<file path="config.mk">
export PLATFORM = sky130hd
export DESIGN_NAME = nfcp_host
export DESIGN_NICKNAME = d
export VERILOG_FILES = /design/src/nfcp_pkg.sv /design/src/nfcp_host.sv /design/src/nfcp_strobe.sv
export VERILOG_INCLUDE_DIRS = /design/src /design/src/src
export SDC_FILE = /design/constraint.sdc
export NUM_CORES = 1
export LEC_CHECK = 0
export BUFFER_PORTS_ARGS = -buffer_cell sky130_fd_sc_hd__buf_2
export CAP_MARGIN = 20
export CORE_AREA = 2 2 99 125
export CTS_CLUSTER_SIZE = 8
export DETAILED_ROUTE_END_ITERATION = 16
export DIE_AREA = 0 0 101 127
export PLACE_DENSITY = 0.87
export SLEW_MARGIN = 20
export SYNTH_ARGS = -nofsm -noshare
export SYNTH_HDL_FRONTEND = slang
export SYNTH_SLANG_ARGS = --single-unit
</file>
<file path="constraint.sdc">
create_clock -name pclk -period 3 [get_ports pclk]
set_clock_uncertainty 0.2 [all_clocks]
set_input_delay 0.6 -clock pclk [delete_from_list [all_inputs] [get_ports pclk]]
set_output_delay 0.6 -clock pclk [all_outputs]
set_load 0.02 [all_outputs]
</file>
<file path="src/nfcp_regs.svh">
// register offsets, field positions, command codes and pin timing counts for the nand host port
`ifndef NFCP_REGS_SVH
`define NFCP_REGS_SVH
// ----------------------------------------
// apb register offsets
// ----------------------------------------
`define NFCP_CTRL_OFF      12'h000
`define NFCP_ADDR_OFF      12'h004
`define NFCP_WDATA_OFF     12'h008
`define NFCP_RDATA_OFF     12'h00C
`define NFCP_STAT_OFF      12'h010
`define NFCP_CFG_OFF       12'h014
// ----------------------------------------
// ctrl fields: [7:0] command code, [10:8] operation, [11] start
// ----------------------------------------
`define NFCP_CTRL_CMD_LSB  0
`define NFCP_CTRL_OP_LSB   8
`define NFCP_CTRL_GO_BIT   11
// ----------------------------------------
// status fields
// ----------------------------------------
`define NFCP_STAT_BUSY_BIT 0
`define NFCP_STAT_RB_BIT   1
`define NFCP_STAT_DONE_BIT 2
`define NFCP_STAT_RV_BIT   3
// ----------------------------------------
// cfg fields and reset values
// ----------------------------------------
`define NFCP_CFG_SPARE_BIT 0
`define NFCP_CFG_WP_BIT    1
`define NFCP_CFG_RESET     32'h0000_0003
// ----------------------------------------
// command codes
// ----------------------------------------
`define NFCP_CMD_READ_LO   8'h00
`define NFCP_CMD_READ_HI   8'h01
`define NFCP_CMD_PROG_CONF 8'h10
`define NFCP_CMD_SPARE_RD  8'h50
`define NFCP_CMD_ERASE_SET 8'h60
`define NFCP_CMD_STATUS    8'h70
`define NFCP_CMD_SEQ_IN    8'h80
`define NFCP_CMD_ID_FETCH  8'h90
`define NFCP_CMD_ERASE_GO  8'hD0
`define NFCP_CMD_RESET     8'hFF
// ----------------------------------------
// pin phase length: strobe low and high each take this many pclk cycles
// ----------------------------------------
`define NFCP_T_PHASE_NS    30
`define NFCP_PHASE_CYC     ((`NFCP_T_PHASE_NS + 9) / 10)
`define NFCP_PAGE_BYTES    528
`define NFCP_ROWS          32768
`endif

</file>
<file path="src/nfcp_pkg.sv">
// types of the nand host port
package nfcp_pkg;
  typedef enum logic [2:0] {
    NFCP_OP_CMD,
    NFCP_OP_CMD_ADDR3,
    NFCP_OP_CMD_ADDR2,
    NFCP_OP_ADDR1,
    NFCP_OP_WDATA,
    NFCP_OP_RDATA
  } nfcp_op_t;
  typedef enum logic [1:0] {
    NFCP_CYC_CMD,
    NFCP_CYC_ADDR,
    NFCP_CYC_WDATA,
    NFCP_CYC_RDATA
  } nfcp_cyc_t;
endpackage : nfcp_pkg

</file>
<file path="src/nfcp_host.sv">
// apb-controlled host that drives a byte-wide nand flash command, address and data port
// Contract
// each byte is written with write strobe low while chip pick low; captured on rise
// command latch steers a cycle to commands, address latch to the address path
// 24 address bits go out in three cycles: column, low row, high row
// cycle one carries A0-A7, two A9-A16, three A17-A23 with bit 7 don't-care
// A8 is not sent; read-low and read-high commands select it
// page read and program commands are followed by all three address cycles
// all commands take one cycle except erase: setup, block address, execute
// erase sends only the two row address cycles
// device decodes data input, confirm, id fetch, spare read, reset, status codes
// read-low command starts the column within bytes 0 to 255
// read-high command starts the column within bytes 256 to 511
// after a high-half access the device returns its pointer to the low half
// spare read is accepted only while the spare gate is low
// while busy the device takes only reset and status commands
// array is 32768 rows of 528 columns; 512 to 527 are spare
// a 528-byte page register buffers read and program transfers
// read and program act on pages, erase on blocks
// each block holds 32 pages; 1024 blocks of 16K bytes
// the device sequences program and erase internally
// each data-out pulse falling edge drives the next byte and advances the column
// ready/busy is low during program, erase or page read
// chip pick high ends a read; ignored during busy program or erase
// other commands while busy are ignored
`timescale 1ns/10ps
`include "nfcp_regs.svh"
module nfcp_host (
  // apb slave
  input  wire logic        pclk,
  input  wire logic        presetn,
  input  wire logic        psel,
  input  wire logic        penable,
  input  wire logic        pwrite,
  input  wire logic [11:0] paddr,
  input  wire logic [31:0] pwdata,
  output logic [31:0]      prdata_reg,
  output logic             pready_reg,
  output logic             pslverr_reg,
  // nand bus
  input  wire logic [7:0]  io_in,
  output logic [7:0]       io_out_reg,
  output logic             io_oe_reg,
  output logic             cmd_latch_reg,
  output logic             addr_latch_reg,
  output logic             chip_pick_n_reg,
  output logic             write_strobe_n_reg,
  output logic             data_out_pulse_n_reg,
  output logic             spare_area_gate_n_reg,
  output logic             write_protect_n_reg,
  input  wire logic        ready_busy_n
);
  // ----------------------------------------
  // pin synchronisers
  // ----------------------------------------
  logic [7:0] io_s1_reg, io_s2_reg;
  logic       rb_s1_reg, rb_s2_reg;
  always_ff @(posedge pclk or negedge presetn) begin
    if (!presetn) begin
      io_s1_reg <= 8'h00;
      io_s2_reg <= 8'h00;
      rb_s1_reg <= 1'b1;
      rb_s2_reg <= 1'b1;
    end else begin
      io_s1_reg <= io_in;
      io_s2_reg <= io_s1_reg;
      rb_s1_reg <= ready_busy_n;
      rb_s2_reg <= rb_s1_reg;
    end
  end

  // ----------------------------------------
  // sequencer
  // ----------------------------------------
  typedef enum logic [1:0] {Q_IDLE, Q_CMD, Q_ADDR, Q_DATA} nfcp_qst_t;
  nfcp_qst_t               q_reg, q_next;
  nfcp_pkg::nfcp_op_t      op_reg, op_next;
  logic [7:0]  cmd_reg, cmd_next;
  logic [23:0] addr_reg, addr_next;
  logic [7:0]  wd_reg, wd_next;
  logic [7:0]  rd_reg, rd_next;
  logic [1:0]  acnt_reg, acnt_next;
  logic        go_reg, go_next;
  logic        done_flag_reg, done_flag_next;
  logic        rv_reg, rv_next;
  logic        spare_reg, spare_next;
  logic        wp_reg, wp_next;
  logic        ce_next;
  logic [31:0] prd_next;
  logic        rdy_next, err_next;
  logic        s_start;
  nfcp_pkg::nfcp_cyc_t s_kind;
  logic [7:0]  s_byte;
  logic        s_done;
  logic [7:0]  s_rbyte;

  function automatic logic [7:0] addr_byte(input logic [23:0] a, input logic [1:0] idx);
    case (idx)
      2'd0:    addr_byte = a[7:0];
      2'd1:    addr_byte = a[16:9];
      default: addr_byte = {1'b0, a[23:17]};
    endcase
  endfunction : addr_byte

  wire acc = psel && penable;
  wire wr  = acc && pwrite && !pready_reg;
  wire rdq = acc && !pwrite && !pready_reg;

  always_comb begin
    q_next = q_reg;
    op_next = op_reg;
    cmd_next = cmd_reg;
    addr_next = addr_reg;
    wd_next = wd_reg;
    rd_next = rd_reg;
    acnt_next = acnt_reg;
    go_next = go_reg;
    done_flag_next = done_flag_reg;
    rv_next = rv_reg;
    spare_next = spare_reg;
    wp_next = wp_reg;
    ce_next = chip_pick_n_reg;
    prd_next = prdata_reg;
    rdy_next = 1'b0;
    err_next = 1'b0;
    s_start = 1'b0;
    s_kind = nfcp_pkg::NFCP_CYC_CMD;
    s_byte = cmd_reg;
    // apb register access, one wait state
    if (wr || rdq) begin
      rdy_next = 1'b1;
      prd_next = 32'h0000_0000;
      case (paddr)
        `NFCP_CTRL_OFF: begin
          if (wr && !go_reg) begin
            cmd_next = pwdata[`NFCP_CTRL_CMD_LSB +: 8];
            op_next = nfcp_pkg::nfcp_op_t'(pwdata[`NFCP_CTRL_OP_LSB +: 3]);
            go_next = pwdata[`NFCP_CTRL_GO_BIT];
            if (pwdata[`NFCP_CTRL_GO_BIT]) begin
              done_flag_next = 1'b0;
            end
          end
          prd_next = {20'h0_0000, go_reg, 3'(op_reg), cmd_reg};
        end
        `NFCP_ADDR_OFF: begin
          if (wr) addr_next = pwdata[23:0];
          prd_next = {8'h00, addr_reg};
        end
        `NFCP_WDATA_OFF: begin
          if (wr) wd_next = pwdata[7:0];
          prd_next = {24'h00_0000, wd_reg};
        end
        `NFCP_RDATA_OFF: begin
          prd_next = {24'h00_0000, rd_reg};
          if (rdq) rv_next = 1'b0;
        end
        `NFCP_STAT_OFF: begin
          prd_next = {28'h000_0000, rv_reg, done_flag_reg, rb_s2_reg, go_reg};
          if (rdq) done_flag_next = 1'b0;
        end
        `NFCP_CFG_OFF: begin
          if (wr) begin
            spare_next = pwdata[`NFCP_CFG_SPARE_BIT];
            wp_next = pwdata[`NFCP_CFG_WP_BIT];
          end
          prd_next = {30'h0000_0000, wp_reg, spare_reg};
        end
        default: err_next = 1'b1;
      endcase
    end
    // bus sequencing
    case (q_reg)
      Q_IDLE: begin
        if (go_reg) begin
          ce_next = 1'b0;
          case (op_reg)
            nfcp_pkg::NFCP_OP_ADDR1: begin
              acnt_next = 2'd0;
              q_next = Q_ADDR;
            end
            nfcp_pkg::NFCP_OP_WDATA, nfcp_pkg::NFCP_OP_RDATA: q_next = Q_DATA;
            default: q_next = Q_CMD;
          endcase
        end
      end
      Q_CMD: begin
        s_start = 1'b1;
        s_kind = nfcp_pkg::NFCP_CYC_CMD;
        s_byte = cmd_reg;
        if (s_done) begin
          // erase skips the column cycle
          acnt_next = (op_reg == nfcp_pkg::NFCP_OP_CMD_ADDR2) ? 2'd1 : 2'd0;
          if (op_reg == nfcp_pkg::NFCP_OP_CMD_ADDR3 || op_reg == nfcp_pkg::NFCP_OP_CMD_ADDR2) begin
            q_next = Q_ADDR;
          end else begin
            go_next = 1'b0;
            done_flag_next = 1'b1;
            q_next = Q_IDLE;
          end
        end
      end
      Q_ADDR: begin
        s_start = 1'b1;
        s_kind = nfcp_pkg::NFCP_CYC_ADDR;
        s_byte = addr_byte(addr_reg, acnt_reg);
        if (s_done) begin
          acnt_next = acnt_reg + 2'd1;
          if (acnt_reg == 2'd2 || op_reg == nfcp_pkg::NFCP_OP_ADDR1) begin
            go_next = 1'b0;
            done_flag_next = 1'b1;
            q_next = Q_IDLE;
          end
        end
      end
      Q_DATA: begin
        s_start = 1'b1;
        s_kind = (op_reg == nfcp_pkg::NFCP_OP_RDATA) ? nfcp_pkg::NFCP_CYC_RDATA
                                                      : nfcp_pkg::NFCP_CYC_WDATA;
        s_byte = wd_reg;
        if (s_done) begin
          if (op_reg == nfcp_pkg::NFCP_OP_RDATA) begin
            rd_next = s_rbyte;
            rv_next = 1'b1;
          end
          go_next = 1'b0;
          done_flag_next = 1'b1;
          q_next = Q_IDLE;
        end
      end
      default: q_next = Q_IDLE;
    endcase
  end

  always_ff @(posedge pclk or negedge presetn) begin
    if (!presetn) begin
      q_reg <= Q_IDLE;
      op_reg <= nfcp_pkg::NFCP_OP_CMD;
      cmd_reg <= `NFCP_CMD_STATUS;
      addr_reg <= 24'h00_0000;
      wd_reg <= 8'h00;
      rd_reg <= 8'h00;
      acnt_reg <= 2'd0;
      go_reg <= 1'b0;
      done_flag_reg <= 1'b0;
      rv_reg <= 1'b0;
      spare_reg <= 1'(`NFCP_CFG_RESET >> `NFCP_CFG_SPARE_BIT);
      wp_reg <= 1'(`NFCP_CFG_RESET >> `NFCP_CFG_WP_BIT);
      chip_pick_n_reg <= 1'b1;
      prdata_reg <= 32'h0000_0000;
      pready_reg <= 1'b0;
      pslverr_reg <= 1'b0;
    end else begin
      q_reg <= q_next;
      op_reg <= op_next;
      cmd_reg <= cmd_next;
      addr_reg <= addr_next;
      wd_reg <= wd_next;
      rd_reg <= rd_next;
      acnt_reg <= acnt_next;
      go_reg <= go_next;
      done_flag_reg <= done_flag_next;
      rv_reg <= rv_next;
      spare_reg <= spare_next;
      wp_reg <= wp_next;
      chip_pick_n_reg <= ce_next;
      prdata_reg <= prd_next;
      pready_reg <= rdy_next;
      pslverr_reg <= err_next;
    end
  end

  // spare gate pin is active low: cfg bit 0 set means spare area enabled (gate low)
  always_ff @(posedge pclk or negedge presetn) begin
    if (!presetn) begin
      spare_area_gate_n_reg <= 1'b0;
      write_protect_n_reg <= 1'b1;
    end else begin
      spare_area_gate_n_reg <= !spare_reg;
      write_protect_n_reg <= wp_reg;
    end
  end

  nfcp_strobe u_strobe (
    .pclk                 (pclk),
    .presetn              (presetn),
    .start                (s_start && !s_done),
    .kind                 (s_kind),
    .wbyte                (s_byte),
    .done_reg             (s_done),
    .rbyte_reg            (s_rbyte),
    .io_in_sync           (io_s2_reg),
    .io_out_reg           (io_out_reg),
    .io_oe_reg            (io_oe_reg),
    .cmd_latch_reg        (cmd_latch_reg),
    .addr_latch_reg       (addr_latch_reg),
    .write_strobe_n_reg   (write_strobe_n_reg),
    .data_out_pulse_n_reg (data_out_pulse_n_reg)
  );
endmodule : nfcp_host

</file>
<file path="src/nfcp_strobe.sv">
// one nand bus cycle: drives latch strobes, write or read strobe, captures read byte
`timescale 1ns/10ps
`include "nfcp_regs.svh"
module nfcp_strobe (
  // clock and reset
  input  wire logic             pclk,
  input  wire logic             presetn,
  // request
  input  wire logic             start,
  input  wire nfcp_pkg::nfcp_cyc_t kind,
  input  wire logic [7:0]       wbyte,
  output logic                  done_reg,
  output logic [7:0]            rbyte_reg,
  // pins
  input  wire logic [7:0]       io_in_sync,
  output logic [7:0]            io_out_reg,
  output logic                  io_oe_reg,
  output logic                  cmd_latch_reg,
  output logic                  addr_latch_reg,
  output logic                  write_strobe_n_reg,
  output logic                  data_out_pulse_n_reg
);
  typedef enum logic [1:0] {S_IDLE, S_LOW, S_HIGH} nfcp_sst_t;
  nfcp_sst_t   st_reg, st_next;
  logic [3:0]  cnt_reg, cnt_next;
  logic        rd_reg, rd_next;
  logic [7:0]  io_next, rb_next;
  logic        oe_next, cl_next, al_next, we_next, dp_next, dn_next;
  localparam logic [3:0] PH = 4'(`NFCP_PHASE_CYC);

  always_comb begin
    st_next = st_reg;
    cnt_next = cnt_reg;
    rd_next = rd_reg;
    io_next = io_out_reg;
    rb_next = rbyte_reg;
    oe_next = io_oe_reg;
    cl_next = cmd_latch_reg;
    al_next = addr_latch_reg;
    we_next = write_strobe_n_reg;
    dp_next = data_out_pulse_n_reg;
    dn_next = 1'b0;
    case (st_reg)
      S_IDLE: begin
        if (start) begin
          rd_next = (kind == nfcp_pkg::NFCP_CYC_RDATA);
          cl_next = (kind == nfcp_pkg::NFCP_CYC_CMD);
          al_next = (kind == nfcp_pkg::NFCP_CYC_ADDR);
          oe_next = !rd_next;
          io_next = wbyte;
          we_next = rd_next;
          dp_next = !rd_next;
          cnt_next = PH;
          st_next = S_LOW;
        end
      end
      S_LOW: begin
        cnt_next = cnt_reg - 4'h1;
        if (cnt_reg == 4'h1) begin
          if (rd_reg) begin
            rb_next = io_in_sync;
          end
          we_next = 1'b1;
          dp_next = 1'b1;
          cnt_next = PH;
          st_next = S_HIGH;
        end
      end
      S_HIGH: begin
        cnt_next = cnt_reg - 4'h1;
        if (cnt_reg == 4'h1) begin
          cl_next = 1'b0;
          al_next = 1'b0;
          oe_next = 1'b0;
          dn_next = 1'b1;
          st_next = S_IDLE;
        end
      end
      default: st_next = S_IDLE;
    endcase
  end

  always_ff @(posedge pclk or negedge presetn) begin
    if (!presetn) begin
      st_reg <= S_IDLE;
      cnt_reg <= 4'h0;
      rd_reg <= 1'b0;
      io_out_reg <= 8'h00;
      rbyte_reg <= 8'h00;
      io_oe_reg <= 1'b0;
      cmd_latch_reg <= 1'b0;
      addr_latch_reg <= 1'b0;
      write_strobe_n_reg <= 1'b1;
      data_out_pulse_n_reg <= 1'b1;
      done_reg <= 1'b0;
    end else begin
      st_reg <= st_next;
      cnt_reg <= cnt_next;
      rd_reg <= rd_next;
      io_out_reg <= io_next;
      rbyte_reg <= rb_next;
      io_oe_reg <= oe_next;
      cmd_latch_reg <= cl_next;
      addr_latch_reg <= al_next;
      write_strobe_n_reg <= we_next;
      data_out_pulse_n_reg <= dp_next;
      done_reg <= dn_next;
    end
  end
endmodule : nfcp_strobe

</file>
Yosys cells after proc, flatten, opt, wreduce, memory -nomap -nowiden --
Cells that the tools add are included.
Storage, ports and cells: word-level logic and storage cells 175, flip-flop bits (word level) 144, output and inout bits 50
Operators by class: reduce and logical (&&, ||, !) cells 42, multiplexer cells 69, equality and inequality tests 29, $add $sub $neg 2
Operator list (count):
- 24-bit one-hot mux with 6 select lines | 1
- 1-bit 2-to-1 mux | 37
- 8-bit one-hot mux with 2 select lines | 2
- 3-bit AND reduction | 9
- 2-bit 2-to-1 mux | 13
- 12-bit by 4-bit == test with 1-bit output (second input constant) | 2
- 12-bit by 5-bit == test with 1-bit output (second input constant) | 2
- 12-bit by 3-bit == test with 1-bit output (second input constant) | 1
- 12-bit zero test | 1
- 2-bit by 1-bit inequality test with 1-bit output (second input constant) | 6
- 1-bit one-hot mux with 2 select lines | 6
- 2-bit one-hot mux with 3 select lines | 2
- 4-bit one-hot mux with 3 select lines | 1
- 2-bit == test (second input constant) | 5
- 5-bit AND reduction | 2
- 2-bit by 1-bit == test with 1-bit output (second input constant) | 4
- 2-bit zero test | 4
- 4-bit 2-to-1 mux | 2
- 2-bit one-hot mux with 2 select lines | 2
- 2-bit one-hot mux with 4 select lines | 1
- 1-bit logical AND | 7
- 3-bit by 2-bit == test with 1-bit output (second input constant) | 2
- 3-bit == test (second input constant) | 2
- 1-bit zero test | 6
- other kinds (13) | 22

Logic depth before layout (Yosys ltp) --
depth in word-level cells 10, depth in mapped cells 7, mapped depth without buffers 6

Cells and area by module --
A second synthesis with hierarchy kept.
Second synthesis, totals: cells, all modules 494, area total of the unflattened synthesis 6308.6 µm²
By module, submodules not included:
- nfcp_host | times used 1, cells each 382, area each 4913.5 µm²
- nfcp_strobe | times used 1, cells each 112, area each 1395.1 µm²

Worst setup path before layout --
No wires, ideal clock.
path kind input -> register, from input port paddr[1], to register wd_reg[0], stages 6, arrival 2.262 ns, path slack 0.413 ns, path through or4_4 buf_6 nor4_4 and4_1 buf_6 mux2_4
Between the ends: longest elaborated chain between the ends 2
RTL lines:
- from (decl) | RTL line nfcp_host.sv:35 | input wire logic [11:0] paddr,
- 12-bit by 4-bit == test with 1-bit output | RTL line nfcp_host.sv:133 | case (paddr)
- 3-bit AND reduction (no line)
- to (signal assigned) | RTL line nfcp_host.sv:257 | wd_reg <= wd_next;
- to (decl) | RTL line nfcp_host.sv:80 | logic [7:0] wd_reg, wd_next;
Every way passes these cells. A chain may end at the register's enable or synchronous reset.

Worst setup path in the final report --
from register q_reg[0], to register q_reg[1]
Between the ends: longest elaborated chain between the ends 3, elaborated cells on any way between the ends 11
RTL lines:
- from (decl) | RTL line nfcp_host.sv:76 | nfcp_qst_t q_reg, q_next;
- from (signal assigned) | RTL line nfcp_host.sv:253 | q_reg <= q_next;
- 2-bit by 1-bit == test with 1-bit output (tied with other cells) | RTL line nfcp_host.sv:172 | case (q_reg)
- 2-bit by 1-bit inequality test with 1-bit output (no line) or 2-bit inequality test (tied branches)
- 5-bit AND reduction (no line)
Several ways; a longest one is shown, not always the timed one.

==> out/qor.yml <==
outcome: "completed"
die-width_um: 101
power.leakage_nw: 3.59
intPower_mw: 3.81
criticalPathCategory: "register to register"
r2r_setup_slack_ns: 0.47
pin_count: 108
drt_iter0_markers: 482
crit_arrival_ns: 2.63
fin_tns_setup_ns: 0
holdPathStages: 1
timing.final.ws_setup_ns: 0.474
seq_area_um2: 3420
cp.required_ns: 3.10
max_freq_ghz: 0.396
start_util_pct: 54.0
hold_viol: 0
antenna_found_initial: 0
hpwl_um: 10500
hold_path.class: "input port to register"
drv_slew: 0
ir_worst_vdd_mv: 0.428
cts.root.buffer_cell: "clkbuf_16"
grt_pass1_vias: 4823
setup_viol: 0
clk_latency_ns: 0.42
r2r-end: "q_reg[1]"
period_share_pct: 84.2
seqPwrFrac_pct: 38.9
core_um2: 11600
place_ws_ns: 0.0990
numPortBuffers: 91
grt-ovfl-total: 0
cp_max_fo: 10
design.final.nets: 683
grt_max_degree: 43
grt_usage_pct: 25.4
holdWs_ns: 0.0810
globalplace.congestion: 0.850
ys_seq_area_share_pct: 54.8
ys_top_cells_by_area: "dfrtp_1, mux2_2, dfstp_2"
die_area_um2: 12800
period_minus_slack_ns: 2.53
grt_first_pass_wirelength_um: 24900
synth.cell_area_um2: 6240
fillers: 850
r2r_cells: 6
cts_tree: "done"
via_per_inst: 6.08
postCtsResizedCells: 0
htree_num_levels: 4
wirelength_um: 15200
ys_seq_elements: 136
synth_edf_count: 0
synthArstFlopShare_pct: 100
num_vias: 4633
hold_start: "ready_busy_n"
path_clk_slew_ns: 0.06
drtAntennaViolNets: 0
yosys.area.top_type: "dfrtp_1"
cts.sinks: 136
tightest_slew_ns: 0.779
synth_top_cell_area_share_pct: 50.1
p_sw_mw: 1.58
syn_to_final_growth_pct: 20.2
synthFlopType: "dfrtp_1"
pwr_density_cell_nw_per_um2: 719
postSynthAreaPerCell_um2: 12.1
synth_cell_type_count: 59
die_y_um: 127
clk_path_buf_depth: 2
rows: 44
pwr-share-clk_pct: 41.0
combPwrFrac_pct: 20.0
multi_input_area_um2: 2560
relSlewSlack_pct: 47.9
num_antenna_cells: 0
worstHoldEndpoint: "rb_s1_reg"
wire_per_inst_um: 20.0
firstDrtPassIters: 5
syn-instance-count: 516
reg2reg_from: "q_reg[0]"
yosysWarningCount: 0
rsz0062_at_grt: "false"
swShare_pct: 29.3
drv_cap: 0
drive_gt1_share_pct: 34.6
drc_errors: 0
start_kind: "register"
endpoint_kind: "register"
cts_buffers: 17
-- Yosys cell counts, types with 2 or more instances --
cell	instances
mux2_2	44
nor4bb_1	3
nand3b_1	3
buf_6	5
inv_1	18
a21oi_1	9
and4b_1	2
nor2b_1	3
nor3_1	6
o2bb2ai_1	6
mux2i_1	16
dfstp_2	11
o22a_1	3
nand3_1	8
nand2_1	32
nor3b_1	2
ha_1	14
a21o_1	8
mux2_4	18
nand4_1	2
nand2b_1	2
and3_1	2
clkbuf_1	21
and2_1	3
a221oi_1	2
nor4_1	2
a22oi_1	25
nor4b_1	2
nor2_1	26
dfrtp_1	125
a22o_1	15
buf_4	10
a31oi_1	9
o21ai_0	34
-- placed cells by master, fill, tap and decap left out, drive strengths merged, types with 2 or more instances in the layout --
cell type and instances:
a21o 8, nor4bb 3, o2bb2ai 6, nor3b 2
clkbuf 20, nand2b 2, or4 2, dfrtp 125
mux2i 16, a221oi 2, and4b 2, and2 3
o22a 3, nor4b 2, nand3 9, a21oi 9
ha 14, nor4 3, a22o 15, bufinv 4
nor2 26, clkinvlp 4, nand2 32, dfstp 11
nand4 2, inv 18, a22oi 25, clkinv 5
nor2b 3, mux2 62, conb 8, and3 2
nor3 7, o21ai 35, buf 106, a31oi 9
nand3b 3
-- routing by layer --
layer  part of all wire, %  routed length [µm]  up-vias  GRT usage [%]
met5                     0                   0        -              0
met4                   4.4                 674        0           13.0
met3                   6.0                 916       51           6.46
met2                    53                8040      205           43.6
met1                    37                5600     2327           29.2
li1                      -                   -     2050              -
-- critical path: stages (launching register included) --
cell	delay [ns]
dfrtp_1	0.42
inv_1	0.15
ha_1	0.40
clkinv_1	0.15
o311ai_0	0.60
a21oi_1	0.18
mux2_2	0.31
-- cell families (layout without fill, tap and decap cells) --
logic type,after synthesis,count (layout),synth area share [%]
and+or+nand+nor,106,106,9.18
adders and majority gates,14,14,2.81
AOI/OAI and AO/OA,123,123,13.5
DFF,136,136,54.8
muxes,78,78,14.8
other,1,8,0.0601
xor gates and xnor gates,1,1,0.140
buffers and inverters,57,158,4.67
-- metrics by stage --
step | power [mW] | std cells | utilization, % | instance area (µm²)
final | 5.39 | 762 | 64.8 | 7500
after global routing | 5.60 | 762 | 64.8 | 7500
after CTS | 5.40 | 762 | 64.8 | 7500
after detailed placement | 3.18 | 729 | 59.3 | 6860
after global placement | 3.11 | 729 | 59.3 | 6860
after floorplan | 2.83 | 523 | - | 6270
-- power groups by stage --
stage | combinational [mW] | sequential [mW] | clock [mW]
floorplan | 0.633 | 2.20 | 0
global placement | 0.998 | 2.11 | 0
detailed placement | 1.06 | 2.13 | 0
CTS | 1.07 | 2.10 | 2.24
global route | 1.19 | 2.12 | 2.30
finish | 1.08 | 2.10 | 2.21
-- how the worst max path moves through the flow --
stage	start	to	slack, ns	depth (start not counted)
2_1_floorplan	paddr[1]	wd_reg[0]	0.41	6
3_3_place_gp	paddr[1]	cmd_reg[2]	0.23	6
3_5_place_dp	paddr[9]	cmd_reg[2]	0.1	6
4_1_cts	paddr[9]	cmd_reg[0]	0.54	6
5_1_grt	q_reg[0]	q_reg[1]	0.35	6
6_report	q_reg[0]	q_reg[1]	0.47	6
-- area by class of cell --
cell class / count / area share (%)
Clock inverter: 12 / 2.32
Sequential cell: 136 / 45.6
Clock buffer: 20 / 6.09
Timing Repair Buffer: 107 / 8.58
Multi-Input combinational cell: 330 / 34.2
Inverter: 19 / 0.951
Tap cell: 138 / 2.30
-- what timing repair did --
action	CTS	global route
setup endpoints to repair	0	0
hold buffers	1	0
setup buffers	0	0
endpoints found under the hold margin	33	0
(Power assumes the default switching activity.)
